===== config.mk =====
export PLATFORM = sky130hd
export DESIGN_NAME = odr_ctrl
export DESIGN_NICKNAME = d
export VERILOG_FILES = /design/src/include/odr_pkg.sv /design/src/odr_chan_div.sv /design/src/odr_pair_route.sv /design/src/odr_ctrl.sv
export VERILOG_INCLUDE_DIRS = /design/src /design/src/include
export SDC_FILE = /design/constraint.sdc
export NUM_CORES = 1
export LEC_CHECK = 0
export ABC_AREA = 1
export BUFFER_PORTS_ARGS = -buffer_cell sky130_fd_sc_hd__buf_2
export CAP_MARGIN = 5
export CORE_MARGIN = 2
export CORE_UTILIZATION = 53
export CTS_BUF_LIST = sky130_fd_sc_hd__clkbuf_4 sky130_fd_sc_hd__clkbuf_8
export CTS_CLUSTER_SIZE = 40
export DETAILED_ROUTE_END_ITERATION = 10
export GPL_ROUTABILITY_DRIVEN = 0
export PLACE_DENSITY = 0.72
export SYNTH_ARGS = -nofsm -noshare
export SYNTH_HDL_FRONTEND = slang
export SYNTH_SLANG_ARGS = --single-unit

===== constraint.sdc =====
create_clock -name clock_in -period 3 [get_ports clock_in]
set_input_delay 0.6 -clock clock_in [delete_from_list [all_inputs] [get_ports clock_in]]
set_output_delay 0.6 -clock clock_in [all_outputs]
set_load 0.05 [all_outputs]

===== src/include/odr_params.svh =====
// constants for the output driver routing control block
// assumes inclusion by bare name from every design file that needs it
`ifndef ODR_PARAMS_SVH
`define ODR_PARAMS_SVH

// ==========================================================
// register addresses, pair control
`define ODR_ADDR_PAIR_0A    16'h10d7
`define ODR_ADDR_PAIR_0B    16'h10d8
`define ODR_ADDR_PAIR_0C    16'h10d9
`define ODR_ADDR_PAIR_1A    16'h14d7
`define ODR_ADDR_PAIR_1B    16'h14d8

// ==========================================================
// register addresses, divider ratios and pin status
`define ODR_ADDR_PRI_DIV0   16'h2000
`define ODR_ADDR_SEC_DIV0   16'h2010
`define ODR_ADDR_POS_STAT   16'h2020
`define ODR_ADDR_NEG_STAT   16'h2021

// ==========================================================
// field layout of a pair control register
`define ODR_DIR_BIT         0
`define ODR_MAG_LSB         1
`define ODR_MAG_MSB         2
`define ODR_MODE_LSB        3
`define ODR_MODE_MSB        4
`define ODR_CTRL_USED_MSB   4

// ==========================================================
// reset values and the field code that writes ignore
`define ODR_CTRL_RESET      5'h00
`define ODR_DIV_RESET       8'h01
`define ODR_INVALID_CODE    2'h3

// ==========================================================
// driver current in half milliamp units
`define ODR_CUR_OFF         8'h00
`define ODR_CUR_7P5         8'h0f
`define ODR_CUR_12P5        8'h19
`define ODR_CUR_15          8'h1e

`endif


===== src/include/odr_pkg.sv =====
// types shared by the output driver routing control block
// assumes odr_params.svh supplies all numeric constants
package odr_pkg;

  typedef enum logic [1:0] {
    ODR_MODE_DIFF = 2'h0,
    ODR_MODE_SE   = 2'h1,
    ODR_MODE_DUAL = 2'h2,
    ODR_MODE_BAD  = 2'h3
  } odr_mode_t;

  typedef enum logic [1:0] {
    ODR_MAG_7P5  = 2'h0,
    ODR_MAG_12P5 = 2'h1,
    ODR_MAG_15   = 2'h2,
    ODR_MAG_BAD  = 2'h3
  } odr_mag_t;

endpackage : odr_pkg


===== src/odr_chan_div.sv =====
// one channel divider: toggles its output every ratio source edges
// assumes src_rise_in is a one-cycle pulse on the block clock
`timescale 1ns/1ps
module odr_chan_div #(
  parameter int DIV_W = 8
) (
  input  wire logic             clock_in,
  input  wire logic             rst_n_in,
  input  wire logic             power_up_in,
  input  wire logic             src_rise_in,
  input  wire logic [DIV_W-1:0] ratio_in,
  output logic                  q_out
);

  logic [DIV_W-1:0] count_r;
  logic [DIV_W-1:0] limit;

  initial begin
    if (DIV_W < 1) begin
      $error("odr_chan_div: DIV_W must be at least 1");
    end
  end

  // a zero ratio behaves as one so the divider never stalls
  assign limit = (ratio_in == '0) ? DIV_W'(1) : ratio_in;

  // ==========================================================
  // edge counter
  always_ff @(posedge clock_in or negedge rst_n_in) begin
    if (!rst_n_in) begin
      count_r <= '0;
    end else if (!power_up_in) begin
      count_r <= '0;
    end else if (src_rise_in) begin
      if (count_r + DIV_W'(1) >= limit) begin
        count_r <= '0;
      end else begin
        count_r <= count_r + DIV_W'(1);
      end
    end
  end

  // ==========================================================
  // output level, held low while powered down
  always_ff @(posedge clock_in or negedge rst_n_in) begin
    if (!rst_n_in) begin
      q_out <= 1'b0;
    end else if (!power_up_in) begin
      q_out <= 1'b0;
    end else if (src_rise_in && (count_r + DIV_W'(1) >= limit)) begin
      q_out <= ~q_out;
    end
  end

endmodule : odr_chan_div


===== src/odr_pair_route.sv =====
// routing of one pin pair: dividers to drivers and driver currents
// purely combinational; the caller registers the results
`timescale 1ns/1ps
`include "odr_params.svh"
module odr_pair_route (
  input  wire logic              pri_q_in,
  input  wire logic              sec_q_in,
  input  wire odr_pkg::odr_mode_t mode_in,
  input  wire odr_pkg::odr_mag_t  mag_in,
  output logic                   pos_on_out,
  output logic                   neg_on_out,
  output logic [7:0]             pos_cur_out,
  output logic [7:0]             neg_cur_out
);
  import odr_pkg::*;

  logic [7:0] level;

  // ==========================================================
  // divider to driver connectivity
  always_comb begin
    pos_on_out = pri_q_in;
    neg_on_out = 1'b0;
    case (mode_in)
      ODR_MODE_DIFF: neg_on_out = ~pri_q_in; // RULE7 RULE11
      ODR_MODE_SE:   neg_on_out = pri_q_in;  // RULE8
      ODR_MODE_DUAL: neg_on_out = sec_q_in;  // RULE9
      default:       neg_on_out = ~pri_q_in;
    endcase
  end

  // ==========================================================
  // programmed magnitude
  always_comb begin
    case (mag_in)
      ODR_MAG_7P5:  level = `ODR_CUR_7P5;  // RULE4
      ODR_MAG_12P5: level = `ODR_CUR_12P5; // RULE4
      ODR_MAG_15:   level = `ODR_CUR_15;   // RULE4
      default:      level = `ODR_CUR_7P5;
    endcase
  end

  // current flows only while the pin's own on level is high
  assign pos_cur_out = pos_on_out ? level : `ODR_CUR_OFF; // RULE10
  assign neg_cur_out = neg_on_out ? level : `ODR_CUR_OFF; // RULE10

endmodule : odr_pair_route


===== src/odr_ctrl.sv =====
// top of the output driver routing control: five pin pairs in two groups
// assumes synth channel clocks arrive asynchronously and are far slower
// than clock_in; the register master follows the one-cycle strobe port
//
// The implementer's own choice: the address-and-strobe port.
`timescale 1ns/1ps
`include "odr_params.svh"

//
// Operation
// RULE1 - group zero from first, group one second
// RULE2 - one control register per pin pair
// RULE3 - bit 0 picks sink or source
// RULE4 - magnitude code picks 7.5, 12.5, 15 mA
// RULE5 - mode code picks divider to driver routing
// RULE6 - single modes power down secondary divider
// RULE7 - differential: negative pin is inverted positive
// RULE8 - single-ended: both pins carry primary in phase
// RULE9 - dual: primary positive, secondary negative pin
// RULE10 - current off when divider low, programmed high
// RULE11 - primary true and complement make differential pair
// RULE12 - host programs HCSL as diff, source, 15mA
module odr_ctrl #(
  parameter int N_PAIRS_G0 = 3,
  parameter int N_PAIRS_G1 = 2,
  parameter int DIV_W      = 8
) (
  input  wire logic        clock_in,
  input  wire logic        rst_n_in,
  input  wire logic [15:0] addr_in,
  input  wire logic [7:0]  wdata_in,
  input  wire logic        wr_in,
  input  wire logic        rd_in,
  output logic      [7:0]  rdata_out,
  input  wire logic        first_synth_channel_in,
  input  wire logic        second_synth_channel_in,
  output logic      [4:0]  positive_output_pin_on_out,
  output logic      [4:0]  negative_output_pin_on_out,
  output logic      [39:0] positive_output_pin_cur_out,
  output logic      [39:0] negative_output_pin_cur_out,
  output logic      [4:0]  pair_source_out
);
  import odr_pkg::*;

  localparam int NP = N_PAIRS_G0 + N_PAIRS_G1;

  // ==========================================================
  // elaboration checks
  initial begin
    if (N_PAIRS_G0 != 3 || N_PAIRS_G1 != 2) begin
      $error("odr_ctrl: the address map serves exactly three plus two pairs");
    end
    if (DIV_W < 1 || DIV_W > 8) begin
      $error("odr_ctrl: DIV_W must lie in 1..8 to fit the data port");
    end
  end

  // ==========================================================
  // address table
  logic [15:0] ctrl_addr [NP];
  assign ctrl_addr[0] = `ODR_ADDR_PAIR_0A; // RULE2
  assign ctrl_addr[1] = `ODR_ADDR_PAIR_0B; // RULE2
  assign ctrl_addr[2] = `ODR_ADDR_PAIR_0C; // RULE2
  assign ctrl_addr[3] = `ODR_ADDR_PAIR_1A; // RULE2
  assign ctrl_addr[4] = `ODR_ADDR_PAIR_1B; // RULE2

  // ==========================================================
  // synth channel synchronisers and edge detect
  logic [1:0] ch_meta_r;
  logic [1:0] ch_sync_r;
  logic [1:0] ch_prev_r;
  logic [1:0] ch_rise;

  always_ff @(posedge clock_in or negedge rst_n_in) begin
    if (!rst_n_in) begin
      ch_meta_r <= 2'h0;
      ch_sync_r <= 2'h0;
      ch_prev_r <= 2'h0;
    end else begin
      ch_meta_r <= {second_synth_channel_in, first_synth_channel_in};
      ch_sync_r <= ch_meta_r;
      ch_prev_r <= ch_sync_r;
    end
  end

  assign ch_rise = ch_sync_r & ~ch_prev_r;

  // ==========================================================
  // register storage
  logic [`ODR_CTRL_USED_MSB:0] ctrl_r    [NP];
  logic [DIV_W-1:0]            pri_div_r [NP];
  logic [DIV_W-1:0]            sec_div_r [NP];
  logic [NP-1:0]               hit_ctrl;
  logic [NP-1:0]               hit_pri;
  logic [NP-1:0]               hit_sec;

  genvar gi;
  generate
    for (gi = 0; gi < NP; gi++) begin : g_dec
      assign hit_ctrl[gi] = (addr_in == ctrl_addr[gi]);
      assign hit_pri[gi]  = (addr_in == (`ODR_ADDR_PRI_DIV0 + 16'(gi)));
      assign hit_sec[gi]  = (addr_in == (`ODR_ADDR_SEC_DIV0 + 16'(gi)));
    end
  endgenerate

  generate
    for (gi = 0; gi < NP; gi++) begin : g_regs
      logic [1:0] wr_mag;
      logic [1:0] wr_mode;
      assign wr_mag  = wdata_in[`ODR_MAG_MSB:`ODR_MAG_LSB];
      assign wr_mode = wdata_in[`ODR_MODE_MSB:`ODR_MODE_LSB];

      // direction bit written as given
      always_ff @(posedge clock_in or negedge rst_n_in) begin
        if (!rst_n_in) begin
          ctrl_r[gi][`ODR_DIR_BIT] <= 1'(`ODR_CTRL_RESET >> `ODR_DIR_BIT); // RULE3
        end else if (wr_in && hit_ctrl[gi]) begin
          ctrl_r[gi][`ODR_DIR_BIT] <= wdata_in[`ODR_DIR_BIT]; // RULE3
        end
      end

      // an unusable magnitude code leaves the previous setting in place
      always_ff @(posedge clock_in or negedge rst_n_in) begin
        if (!rst_n_in) begin
          ctrl_r[gi][`ODR_MAG_MSB:`ODR_MAG_LSB] <= 2'(`ODR_CTRL_RESET >> `ODR_MAG_LSB); // RULE4
        end else if (wr_in && hit_ctrl[gi] && wr_mag != `ODR_INVALID_CODE) begin
          ctrl_r[gi][`ODR_MAG_MSB:`ODR_MAG_LSB] <= wr_mag; // RULE4
        end
      end

      // same for the mode field, so routing never enters an undefined state
      always_ff @(posedge clock_in or negedge rst_n_in) begin
        if (!rst_n_in) begin
          ctrl_r[gi][`ODR_MODE_MSB:`ODR_MODE_LSB] <= 2'(`ODR_CTRL_RESET >> `ODR_MODE_LSB); // RULE5
        end else if (wr_in && hit_ctrl[gi] && wr_mode != `ODR_INVALID_CODE) begin
          ctrl_r[gi][`ODR_MODE_MSB:`ODR_MODE_LSB] <= wr_mode; // RULE5
        end
      end

      always_ff @(posedge clock_in or negedge rst_n_in) begin
        if (!rst_n_in) begin
          pri_div_r[gi] <= DIV_W'(`ODR_DIV_RESET);
        end else if (wr_in && hit_pri[gi]) begin
          pri_div_r[gi] <= wdata_in[DIV_W-1:0];
        end
      end

      always_ff @(posedge clock_in or negedge rst_n_in) begin
        if (!rst_n_in) begin
          sec_div_r[gi] <= DIV_W'(`ODR_DIV_RESET);
        end else if (wr_in && hit_sec[gi]) begin
          sec_div_r[gi] <= wdata_in[DIV_W-1:0];
        end
      end
    end
  endgenerate

  // ==========================================================
  // dividers and routing per pair
  logic [NP-1:0] pri_q;
  logic [NP-1:0] sec_q;
  logic [NP-1:0] pos_on;
  logic [NP-1:0] neg_on;
  logic [7:0]    pos_cur [NP];
  logic [7:0]    neg_cur [NP];

  generate
    for (gi = 0; gi < NP; gi++) begin : g_pair
      odr_mode_t mode;
      odr_mag_t  mag;
      logic      src_rise;
      logic      sec_up;

      assign mode = odr_mode_t'(ctrl_r[gi][`ODR_MODE_MSB:`ODR_MODE_LSB]);
      assign mag  = odr_mag_t'(ctrl_r[gi][`ODR_MAG_MSB:`ODR_MAG_LSB]);
      // pairs below the group boundary see only the first channel
      assign src_rise = (gi < N_PAIRS_G0) ? ch_rise[0] : ch_rise[1]; // RULE1
      assign sec_up   = (mode == ODR_MODE_DUAL); // RULE6

      odr_chan_div #(
        .DIV_W (DIV_W)
      ) u_pri_div (
        .clock_in    (clock_in),
        .rst_n_in    (rst_n_in),
        .power_up_in (1'b1),
        .src_rise_in (src_rise),
        .ratio_in    (pri_div_r[gi]),
        .q_out       (pri_q[gi])
      );

      odr_chan_div #(
        .DIV_W (DIV_W)
      ) u_sec_div (
        .clock_in    (clock_in),
        .rst_n_in    (rst_n_in),
        .power_up_in (sec_up),
        .src_rise_in (src_rise),
        .ratio_in    (sec_div_r[gi]),
        .q_out       (sec_q[gi])
      );

      odr_pair_route u_route (
        .pri_q_in    (pri_q[gi]),
        .sec_q_in    (sec_q[gi]),
        .mode_in     (mode),
        .mag_in      (mag),
        .pos_on_out  (pos_on[gi]),
        .neg_on_out  (neg_on[gi]),
        .pos_cur_out (pos_cur[gi]),
        .neg_cur_out (neg_cur[gi])
      );
    end
  endgenerate

  // ==========================================================
  // registered pin outputs
  generate
    for (gi = 0; gi < NP; gi++) begin : g_out
      always_ff @(posedge clock_in or negedge rst_n_in) begin
        if (!rst_n_in) begin
          positive_output_pin_on_out[gi]           <= 1'b0;
          negative_output_pin_on_out[gi]           <= 1'b0;
          positive_output_pin_cur_out[gi*8 +: 8]   <= `ODR_CUR_OFF;
          negative_output_pin_cur_out[gi*8 +: 8]   <= `ODR_CUR_OFF;
          pair_source_out[gi]                      <= 1'b0;
        end else begin
          positive_output_pin_on_out[gi]           <= pos_on[gi];  // RULE10
          negative_output_pin_on_out[gi]           <= neg_on[gi];  // RULE10
          positive_output_pin_cur_out[gi*8 +: 8]   <= pos_cur[gi]; // RULE10
          negative_output_pin_cur_out[gi*8 +: 8]   <= neg_cur[gi]; // RULE10
          pair_source_out[gi]                      <= ctrl_r[gi][`ODR_DIR_BIT]; // RULE3
        end
      end
    end
  endgenerate

  // ==========================================================
  // read path, data valid only in the cycle after the strobe
  logic [7:0] rd_mux;

  always_comb begin
    rd_mux = 8'h00;
    for (int i = 0; i < NP; i++) begin
      if (hit_ctrl[i]) begin
        rd_mux = 8'(ctrl_r[i]); // RULE2
      end
      if (hit_pri[i]) begin
        rd_mux = 8'(pri_div_r[i]);
      end
      if (hit_sec[i]) begin
        rd_mux = 8'(sec_div_r[i]);
      end
    end
    if (addr_in == `ODR_ADDR_POS_STAT) begin
      rd_mux = 8'(positive_output_pin_on_out);
    end
    if (addr_in == `ODR_ADDR_NEG_STAT) begin
      rd_mux = 8'(negative_output_pin_on_out);
    end
  end

  always_ff @(posedge clock_in or negedge rst_n_in) begin
    if (!rst_n_in) begin
      rdata_out <= 8'h00;
    end else if (rd_in) begin
      rdata_out <= rd_mux;
    end else begin
      rdata_out <= 8'h00;
    end
  end

endmodule : odr_ctrl


# Word level (Yosys, flattened, before mapping)
# Index checks and enable logic that the tools add are counted.
[totals]
regBits = 304
latchBits = 0
ramBits = 0
mem_bits_ro = 0
inputBits = 30
out_inout_bits = 103
word_cells = 278
mem_count = 0
[classes]
n_addsub = 10
n_mul = 0
n_div = 0
n_lt_le_gt_ge = 10
eq_ne = 49
n_shift = 0
n_mux = 78
n_bitwise = 12
reduce_logical = 45
[ops]
columns = ["cell", "n"]
rows = [
  ["$mux 8", 47],
  ["$eq 16x14->1 const B", 12],
  ["$add 8x1->8 const B", 10],
  ["$eq 16x13->1 const B", 5],
  ["$ge 8x8->1", 10],
  ["$logic_not 8->1", 10],
  ["$mux 5", 11],
  ["$pmux 5 s2", 5],
  ["$logic_and 1x1->1", 35],
  ["$ne 2x2->1 const B", 12],
  ["$eq 2x1->1 const B", 10],
  ["$eq 2x2->1 const B", 10],
  ["$mux 1", 10],
  ["$not 1->1", 10],
  ["$pmux 1 s2", 5],
  ["$and 2x2->2", 1],
  ["$not 2->2", 1],
]

# Depth between registers and ports, before layout
# Gate-level depths: netlist (run 1).
[depth]
ltp_word = 19
ltp_mapped = 18
mapped_depth_nobuf = 18

# By module
# Synthesis (run 1) repeated with hierarchy kept, for this count alone.
[hier_totals]
hier_cells = 2125
hier_area_um2 = 16812.4
[by_module_without_submodules]
columns = ["mod", "instances", "cells_per_inst", "area_each_um2", "seq_area_each_um2"]
rows = [
  ["odr_ctrl", 1, 865, 8254.2, 5367.6],
  ["odr_chan_div", 10, 109, 749.5, 225.2],
  ["odr_pair_route", 5, 34, 212.7, 0.0],
]

# Worst setup path after synthesis (run 1)
# OpenSTA, ideal clock, no wires.
[synth_timing]
path_kind = "register to register"
start = "register g_pair[0].u_sec_div.count_r[2]"
end = "register g_pair[0].u_sec_div.q_out"
setup_ns = 0.126
arrival_ns = 2.264
t_required_ns = 2.874
path_slack_ns = 0.610
path_stages_with_launch = 16
synth_period_minus_slack_ns = 2.390
cell_sequence = "dfrtp_1 inv_1 nor3_1 nand3_1 nor3_1 xor2_1 inv_1 ha_1 nand2_1 nor2_1 nand4_1 o2111ai_1 nand2_1 nand2_1 nand3_1 o21ai_0"
[synth_between]
elab_chain_cells = 4
[synth_rtl]
columns = ["element", "line", "rtl"]
rows = [
  ["from (decl)", "odr_chan_div.sv:15", "logic [DIV_W-1:0] count_r;"],
  ["from (signal assigned)", "odr_chan_div.sv:38", "count_r <= count_r + DIV_W'(1);"],
  ["$add 8x1->8", "odr_chan_div.sv:50", "end else if (src_rise_in && (count_r + DIV_W'(1) >= limit)) begin"],
  ["$ge 8x8->1", "odr_chan_div.sv:50", ""],
  ["$logic_and 1x1->1", "odr_chan_div.sv:50", ""],
  ["$ne 2x2->1 (no line)", "--", ""],
  ["to (signal assigned)", "odr_chan_div.sv:51", "q_out <= ~q_out;"],
  ["to (decl)", "odr_chan_div.sv:12", "output logic q_out"],
]
# Every way passes these cells.
# A chain may end at the register's enable or synchronous reset.

# Worst setup path in the final report (run 1)
# Ends and elaborated chain as after synthesis.

==> results of run 1 <==
-- sequential cells by signal, indices dropped and copies added (netlist names) --
| signal | cells |
|---|---|
| ctrl_r | 5 |
| g_pair.u_pri_div.q_out | 5 |
| pri_div_r | 40 |
| sec_div_r | 40 |
| g_pair.mag | 10 |
| ch_sync_r | 2 |
| positive_output_pin_cur_out | 20 |
| g_pair.mode | 10 |
| negative_output_pin_cur_out | 20 |
| rdata_out | 8 |
| pair_source_out | 5 |
| g_pair.u_sec_div.count_r | 40 |
| g_pair.u_pri_div.count_r | 40 |
| ch_prev_r | 2 |
| g_pair.u_sec_div.q_out | 5 |
| ch_meta_r | 2 |
-- critical path: cells and delay by family, from the launching register on --
family	cells	cell delay (ps)
AOI/OAI and AO/OA	2	330
adders and majority gates	1	310
xor gates and xnor gates	1	230
DFF	1	380
and+or+nand+nor	9	1210
buffers and inverters	2	130
-- per-stage QoR --
stage / std cells / area, sq um / setup WS (ps) / hold slack [ps] / total power, mW
detailed placement: 2162 / 15200 / 184 / 340 / 6.03
finish: 2240 / 16200 / 295 / 54.5 / 9.26
floorplan: 1793 / 14700 / 610 / 304 / 5.64
CTS: 2240 / 16200 / 163 / 73.7 / 9.33
global placement: 2162 / 15200 / 281 / 334 / 6.01
global route: 2240 / 16200 / 49.1 / 102 / 9.61
-- cell families (layout without fill, tap and decap cells) --
family	Yosys count	count (layout)
adder cells (fa/ha/maj)	110	110
buffers and inverters	388	494
flip-flops	254	254
other	1	30
AO/OA/AOI/OAI	345	345
AND/OR/NAND/NOR	609	609
XOR/XNOR	57	57
-- power groups by stage --
stage	combinational [mW]	clock (mW)	sequential (mW)
6_report	2.13	3.30	3.83
2_1_floorplan	1.04	0	4.59
3_5_place_dp	2.14	0	3.89
3_3_place_gp	2.12	0	3.89
4_1_cts	2.15	3.35	3.83
5_1_grt	2.22	3.53	3.86
-- final cells by class --
class                           count  area, sq um
Clock buffer                       72          897
Clock inverter                      6         35.0
Fill cell                        2428        10800
Inverter                          300         1130
Multi-Input combinational cell   1151         6660
Sequential cell                   254         6370
Tap cell                          341          427
Timing Repair Buffer              116          651
-- layer usage --
metal	GRT usage (%)	vias to the layer above	share of wire, %
met5	0	-	0
met4	7.66	0	2.7
met3	4.24	76	6.0
met2	41.3	375	47
met1	35.7	5684	45
li1	-	5937	-
-- cells in the final DEF (no fill, tap or decap), types with 56 or more instances in the layout --
| cell | n |
|---|---|
| a21oi_1 | 67 |
| buf_2 | 101 |
| clkbuf_8 | 57 |
| dfrtp_1 | 244 |
| ha_1 | 110 |
| inv_1 | 296 |
| nand2_1 | 304 |
| nand3_1 | 124 |
| nor2_1 | 89 |
| o21ai_0 | 205 |
| xor2_1 | 56 |
-- final timing paths --
| kind | from | to | depth (start not counted) |
|---|---|---|---|
| hold reg to reg | ch_meta_r[0] | ch_sync_r[0] | 0 |
| setup reg to reg | g_pair[0].u_sec_div.count_r[2] | g_pair[0].u_sec_div.q_out | 15 |
| hold / removal | rst_n_in | sec_div_r[29] | 1 |
| min in group clock_in | second_synth_channel_in | ch_meta_r[1] | 1 |
| max in group asynchronous | rst_n_in | sec_div_r[16] | 2 |
| setup / recovery | g_pair[0].u_sec_div.count_r[2] | g_pair[0].u_sec_div.q_out | 15 |
==> impl_metrics.csv, run 1 <==
group,metric,value,unit
power,p_int,5.89,mW
yosys,yosysTopAreaCellShare,41.9,%
global_route,first_global_vias,11500,
power,power.share.clock,35.6,%
yosys,yosys.area_share.simple,18.6,%
power,power.density,573,nW/um^2
finish,diodes,0,
yosys,synth_compound_area_share,13.4,%
critical_path,crit_top_cell,"nand2_1",
critical_path,r2r_slack,290,ps
yosys,yosysMostFrequentCell,"nand2_1",
yosys,synth_top_cell_by_area,"dfrtp_1",
clocking,clk_pin_slew,60,ps
yosys,synthDistinctLibCells,48,
sta,fin_worst_skew,25.7,ps
floorplan,start_util,54.1,%
sta,post-route-min-period,2710,ps
sta,setup_viol,0,
yosys,synth_area_leaders,"dfrtp_1, ha_1, nand2_1",
sta,timing.setup.tns,0,ps
yosys,synth_edf_count,0,
clocking,post_cts_buffers,0,
critical_path,worst_setup_path_end_kind,"flop",
power,p_leak,7.99,nW
yosys,synthArstFlopShare,100,%
sta,finalMaxSlewViolations,0,
finish,layout-drive-gt1-share,12.6,%
global_route,grt_max_degree,89,
critical_path,start_kind,"flop",
yosys,synth-xor-area-share,3.43,%
clocking,cts_made_buffers,44,
sta,slew_headroom,53.4,%
sta,max_freq,370,MHz
floorplan,die_h,170,microns
yosys,netlist_area,14600,sq um
floorplan,die-area,28800,sq um
sta,worst_pin_slew,697,ps
yosys,synth-main-ff-cell,"dfrtp_1",
yosys,synth_cells,1764,
drt,drc,0,
yosys,synth_seq_cells,254,
global_route,antenna_found_initial,1,
clocking,cts-root-buf,"clkbuf_8",
drt,postRouteAntennaNets,0,
yosys,synth.area.mux_share,0,%
critical_path,slowest_stage,"dfrtp_1",
drt,via_per_inst,5.39,
placement,port_buffers,102,
global_route,grt_util_all_layers,25.6,%
yosys,syn_avg_cell_area,8.26,sq um
status,status,"finished clean",
critical_path,cpPeakStageDelay,380,ps
yosys,synth_top_family_by_area,"simple AND/OR/NAND/NOR gates",
drt,routed_wl,36100,microns
clocking,insertion_delay,570,ps
clocking,cts.sinks,254,
finish,final_nets,2007,
critical_path,worstPathRequired,3420,ps
finish,synthToLayoutAreaGrowth,11.0,%
drt,firstDrtPassIters,6,
clocking,cts_tree,"yes",
placement,dpl.hpwl,27100,microns
sta,post-route-period-util,90.2,%
min_path,hp-class,"in -> async",
drt,vias,12100,
yosys,ys_seq_area_share,43.7,%
critical_path,crit_chain,"inv_1, nor3_1, nand3_1, nor3_1, xor2_1, inv_1, ha_1, nand2_1, nor2_1, nand4_1, o2111ai_2, nand2_1, nand2_1, nand3_1, o21ai_0",
power,p_sw,3.37,mW
sta,hold_viol,0,
finish,final_core_util,60.0,%
yosys,synth_warnings,0,
floorplan,fp.dieW,170,microns
drt,drt_iter0_drc,1005,
clocking,clock_path_buffers,3,
power,p_seq_share,41.3,%
critical_path,path_class,"reg -> reg",
floorplan,core_area,27000,sq um
yosys,synthTopCellsByCount,"nand2_1, inv_1, dfrtp_1",
power,peakVddDrop,0.566,mV
drt,post_drt_wl_per_cell,16.1,microns
critical_path,arrival,3130,ps
floorplan,pin_count,133,
global_route,grt_pass1_wl,59100,microns
yosys,synthAdderAreaFrac,9.45,%
global_route,grt_remaining_overflow,0,
clocking,htree_levels,2,
run,drv_cap,0,
power,p_sw_share,36.4,%
clocking,postCtsHoldBufs,0,
clocking,cts-resized-gates,0,
floorplan,row_count,60,
critical_path,crit_path_max_fanout,8,
power,power_frac_comb,23.0,%
sta,rsz0062_at_grt,"false",
Power figures use the tool's default switching activity.
==> run 2, diff against run 1 <==
==> constraint.sdc (replaced) <==
create_clock -name clock_in -period 3.46 [get_ports clock_in]
set_input_delay 0.692 -clock clock_in [delete_from_list [all_inputs] [get_ports clock_in]]
set_output_delay 0.692 -clock clock_in [all_outputs]
set_load 0.05 [all_outputs]
==> impl_metrics.csv, run 2 (same netlist as run 1, synthesis figures left out) <==
group,metric,value,unit
power,p_int,5.22,mW
sta,fin_worst_skew,28.5,ps
critical_path,start_kind,"flop",
global_route,grt_util_all_layers,25.6,%
global_route,grt_max_degree,86,
drt,firstDrtPassIters,5,
critical_path,arrival,3290,ps
floorplan,pin_count,133,
finish,post_layout_nonfiller_instances,2242,
floorplan,fp.dieW,170,microns
sta,post-route-min-period,2800,ps
clocking,postCtsHoldBufs,0,
sta,setup_viol,0,
finish,final_core_util,60.1,%
sta,slew_headroom,52.6,%
drt,wl_met3,2510,microns
critical_path,cpPeakStageDelay,540,ps
finish,final_common_cell,"nand2_1",
finish,postLayoutCellArea,16200,sq um
power,power.share.clock,36.9,%
critical_path,crit_path_max_fanout,8,
finish,layout-drive-gt1-share,12.6,%
sta,fin_hold_ws,132,ps
placement,dpl.hpwl,27100,microns
critical_path,slowest_stage,"o2111ai_1",
drt,dr.max_layer_used,"met5",
clocking,insertion_delay,570,ps
floorplan,start_util,54.1,%
critical_path,crit_chain,"inv_1, nor3_1, nand3_1, nor3_1, xor2_1, inv_1, ha_1, nand2_1, o2111ai_1, nand2_1, nand2_1, nand3_1, o21ai_0",
power,p_sw_share,36.1,%
run,drv_cap,0,
sta,timing.setup.tns,0,ps
floorplan,die_h,170,microns
sta,finalMaxSlewViolations,0,
finish,mostFrequentLayoutCells,"nand2_1, inv_1, dfrtp_1",
sta,max_freq,357,MHz
clocking,cts_made_buffers,45,
power,power_frac_comb,22.4,%
sta,worst_pin_slew,710,ps
drt,drc,0,
drt,via_per_inst,5.47,
drt,drt_iter0_drc,923,
placement,dpl_cell_area,15200,sq um
drt,wl_met2,16700,microns
sta,rsz0062_at_grt,"false",
critical_path,worst_setup_path_end_kind,"flop",
placement,port_buffers,102,
power,peakVddDrop,0.509,mV
placement,dp.cells,2158,
floorplan,die-area,28800,sq um
global_route,first_global_vias,11700,
critical_path,path_class,"reg -> reg",
clocking,clk_pin_slew,60,ps
min_path,hp-class,"in -> async",
finish,final_nets,2004,
power,power.density,505,nW/um^2
drt,vias,12300,
clocking,cts-resized-gates,0,
drt,routed_wl,36300,microns
drt,post_drt_wl_per_cell,16.2,microns
drt,postRouteAntennaNets,0,
clocking,cts.sinks,254,
sta,hold_viol,0,
global_route,antenna_found_initial,2,
critical_path,worstPathRequired,3950,ps
floorplan,core_area,27000,sq um
clocking,post_cts_buffers,0,
clocking,clock_path_buffers,3,
global_route,grt_remaining_overflow,0,
sta,post-route-period-util,81.0,%
power,p_seq_share,40.7,%
floorplan,row_count,60,
power,p_sw,2.96,mW
finish,diodes,0,
clocking,htree_levels,2,
global_route,grt_pass1_wl,59000,microns
status,status,"finished clean",
power,p_leak,8.01,nW
finish,synthToLayoutAreaGrowth,11.2,%
clocking,cts_tree,"yes",
drt,met1Wirelength,15900,microns
clocking,cts-root-buf,"clkbuf_8",
critical_path,crit_top_cell,"nand2_1",
[run 2: changes by cell type in the layout (fill, tap and decap cells not counted)]
cell / before / now
bufinv_16: 0 / 1
clkinv_2: 4 / 7
clkbuf_8: 57 / 58
clkbuf_4: 15 / 16
o2111ai_1: 1 / 2
o2111ai_2: 1 / 0
buf_4: 12 / 8
[run 2: power by group through the flow]
stage	Sequential [mW]	Clock (mW)	Combinational, mW
2_1_floorplan	3.98	0	0.906
3_3_place_gp	3.38	0	1.84
3_5_place_dp	3.39	0	1.84
4_1_cts	3.34	3.07	1.84
5_1_grt	3.35	3.21	1.92
6_report	3.33	3.01	1.83
[run 2: layout make-up]
class,count,area [sq um]
clock buffer,74,918
tap,341,427
timing repair buffer,112,621
inverter,300,1130
clock inverter,10,80.1
fill,2382,10800
multi-input combinational,1151,6660
sequential,254,6370
[run 2: layer usage]
metal	vias up	GRT usage, %
met3	85	4.45
met1	5818	35.2
met2	439	40.8
met5	-	0
met4	2	9.36
li1	5926	-
[run 2: path summary, 6_finish.rpt]
| kind | startpoint | slack (ps) | endpoint | cells after the start |
|---|---|---|---|---|
| max in group asynchronous | rst_n_in | 2470 | g_pair[3].u_pri_div.count_r[2] | 2 |
| hold reg to reg | ch_meta_r[0] | 350 | ch_sync_r[0] | 0 |
| setup / recovery | g_pair[0].u_sec_div.count_r[0] | 660 | g_pair[0].u_sec_div.q_out | 13 |
| min in group clock_in | first_synth_channel_in | 230 | ch_meta_r[0] | 1 |
| hold / removal | rst_n_in | 130 | g_pair[1].u_sec_div.count_r[2] | 1 |
| setup reg to reg | g_pair[0].u_sec_div.count_r[0] | 660 | g_pair[0].u_sec_div.q_out | 13 |
[run 2: metrics by stage]
stage,setup WS [ps],power (mW)
5_1_grt,295,8.48
4_1_cts,669,8.25
3_3_place_gp,723,5.22
6_report,657,8.18
3_5_place_dp,620,5.23
2_1_floorplan,1070,4.89
[run 2: worst max-delay path, delay by kind of cell (launching register included)]
kind,cells,cell delay (ps)
DFF,1,410
xor gates and xnor gates,1,210
buffers and inverters,2,150
and+or+nand+nor,7,1050
AOI/OAI and AO/OA,2,610
adders and majority gates,1,290
==> run 3, diff against run 2 <==
==> constraint.sdc (replaced) <==
create_clock -name clock_in -period 2.73 [get_ports clock_in]
set_input_delay 0.546 -clock clock_in [delete_from_list [all_inputs] [get_ports clock_in]]
set_output_delay 0.546 -clock clock_in [all_outputs]
set_load 0.05 [all_outputs]
==> impl_metrics.csv, run 3 (same netlist as run 1, synthesis figures left out) <==
group,metric,value,unit
status,status,"finished clean",
finish,final_nets,2016,
global_route,busiest_layer,"met2",
sta,setup_viol,0,
drt,drc,0,
placement,dpl_cell_area,15300,sq um
global_route,grt_util_all_layers,25.9,%
finish,final_common_cell,"nand2_1",
clocking,cts-root-buf,"clkbuf_8",
critical_path,worst_setup_path_end_kind,"flop",
critical_path,crit_path_max_fanout,8,
finish,synthToLayoutAreaGrowth,13.4,%
clocking,cts_tree,"yes",
power,p_leak,8.13,nW
global_route,globalRouteMet2Util,40.9,%
critical_path,rr_worst_depth,15,
global_route,grt_remaining_overflow,0,
placement,dpl.hpwl,27100,microns
drt,routed_wl,36900,microns
critical_path,slowest_stage,"dfrtp_1",
critical_path,crit_chain,"inv_1, nor3_4, nand3_2, nor3_2, xor2_1, inv_1, ha_1, nand2_1, nor2_2, nand2_1, o2111ai_4, nand2_1, nand2_1, nand3_1, o21ai_0",
min_path,hp-class,"in -> reg",
finish,seq_area,6370,sq um
sta,post-route-min-period,2620,ps
clocking,insertion_delay,570,ps
critical_path,worstPathRequired,3180,ps
clocking,cts.sinks,254,
power,peakVddDrop,0.644,mV
floorplan,fp.dieW,170,microns
floorplan,row_count,60,
finish,layout-drive-gt1-share,14.1,%
sta,hold_viol,0,
clocking,cts_made_buffers,45,
critical_path,reg2reg_to,"g_pair[0].u_sec_div.q_out",
critical_path,cpPeakStageDelay,390,ps
floorplan,pin_count,133,
sta,setup_slack,110,ps
clocking,clk_pin_slew,60,ps
global_route,grt_max_degree,77,
global_route,antenna_found_initial,1,
drt,postRouteAntennaNets,0,
global_route,grtUsageMet3,5.08,%
min_path,min_path_cells,1,
placement,port_buffers,102,
sta,worst_pin_slew,709,ps
drt,drt_iter0_drc,887,
finish,fillers,2323,
placement,place_ws,22.3,ps
run,drv_cap,0,
finish,postLayoutCellArea,16500,sq um
floorplan,core_area,27000,sq um
drt,firstDrtPassIters,7,
sta,timing.setup.tns,0,ps
drt,post_drt_wl_per_cell,16.4,microns
floorplan,die_h,170,microns
critical_path,start_kind,"flop",
clocking,clock_path_buffers,3,
min_path,hold_start,"second_synth_channel_in",
floorplan,die-area,28800,sq um
power,power.total,10.8,mW
sta,post-route-period-util,96.0,%
drt,vias,12300,
floorplan,start_util,54.1,%
clocking,htree_levels,2,
sta,fin_worst_skew,17.8,ps
sta,max_freq,382,MHz
drt,via_per_inst,5.45,
critical_path,r2r_slack,110,ps
sta,finalMaxSlewViolations,0,
critical_path,path_class,"reg -> reg",
finish,multi_input_area,6780,sq um
global_route,use_met1,35.3,%
critical_path,crit_top_cell,"nand2_1",
finish,mostFrequentLayoutCells,"nand2_1, inv_1, dfrtp_1",
min_path,hold_path_end,"ch_meta_r[1]",
critical_path,r2r-start,"g_pair[0].u_sec_div.count_r[2]",
sta,slew_headroom,52.7,%
finish,final_core_util,61.3,%
global_route,first_global_vias,11800,
critical_path,arrival,3070,ps
power,power.density,651,nW/um^2
global_route,grt_pass1_wl,59400,microns
## run 3: worst max-delay path by stage
| stage | from | endpoint | depth (start not counted) | slack [ps] |
|---|---|---|---|---|
| finish | g_pair[0].u_sec_div.count_r[2] | g_pair[0].u_sec_div.q_out | 15 | 110 |
| CTS | g_pair[0].u_sec_div.count_r[2] | g_pair[0].u_sec_div.count_r[5] | 12 | -30 |
| global route | g_pair[0].u_sec_div.count_r[2] | g_pair[0].u_sec_div.q_out | 15 | -70 |
| detailed placement | g_pair[0].u_sec_div.count_r[2] | g_pair[0].u_sec_div.q_out | 13 | 20 |
| floorplan | g_pair[0].u_sec_div.count_r[2] | g_pair[0].u_sec_div.q_out | 15 | 340 |
| global placement | g_pair[0].u_sec_div.count_r[2] | g_pair[0].u_sec_div.q_out | 13 | 100 |
## run 3: worst max-delay path, delay by kind of cell, from the launching register on
kind | cells | cell delay [ps]
AOI/OAI and AO/OA | 2 | 270
xor gates and xnor gates | 1 | 230
adders and majority gates | 1 | 310
buffers and inverters | 2 | 180
DFF | 1 | 390
and+or+nand+nor | 9 | 1120
## run 3: area by class of cell
cell class              instances  share of cell area, %
clock inverters                16                   1.28
multi-input cells            1151                   41.0
inverters                     300                   6.81
repair buffers                124                   4.39
clock buffers                  67                   5.35
well taps                     341                   2.58
diodes                          2                 0.0303
flip-flops and latches        254                   38.5
## run 3: metal layers
layer / vias to the layer above / part of all wire, % / routed length (microns)
met2: 439 / 46 / 16800
met1: 5803 / 44 / 16300
met5: - / 0 / 0
met3: 93 / 7.0 / 2590
met4: 0 / 3.3 / 1220
li1: 5963 / - / -
## run 3: repair_timing
item                                    in CTS  in global routing
hold buffers                                 1                  0
pin swaps                                    0                  1
buffers inserted                             0                  0
gates resized for setup                      0                 23
endpoints found under the setup margin       1                 55
endpoints found under the hold margin        9                  0
## run 3: power breakdown
part | internal (mW) | switching, mW | total [mW] | leakage, nW
clock network | 2.56 | 1.64 | 4.19 | 0.576
registers | 4.04 | 0.171 | 4.21 | 3.38
logic | 0.369 | 1.99 | 2.35 | 4.17
## run 3: stage by stage
step,hold WS [ps],instances
after CTS,60.9,2253
after detailed placement,339,2169
final,93.8,2255
after global placement,335,2169
after floorplan,250,1793
after global routing,70.6,2253
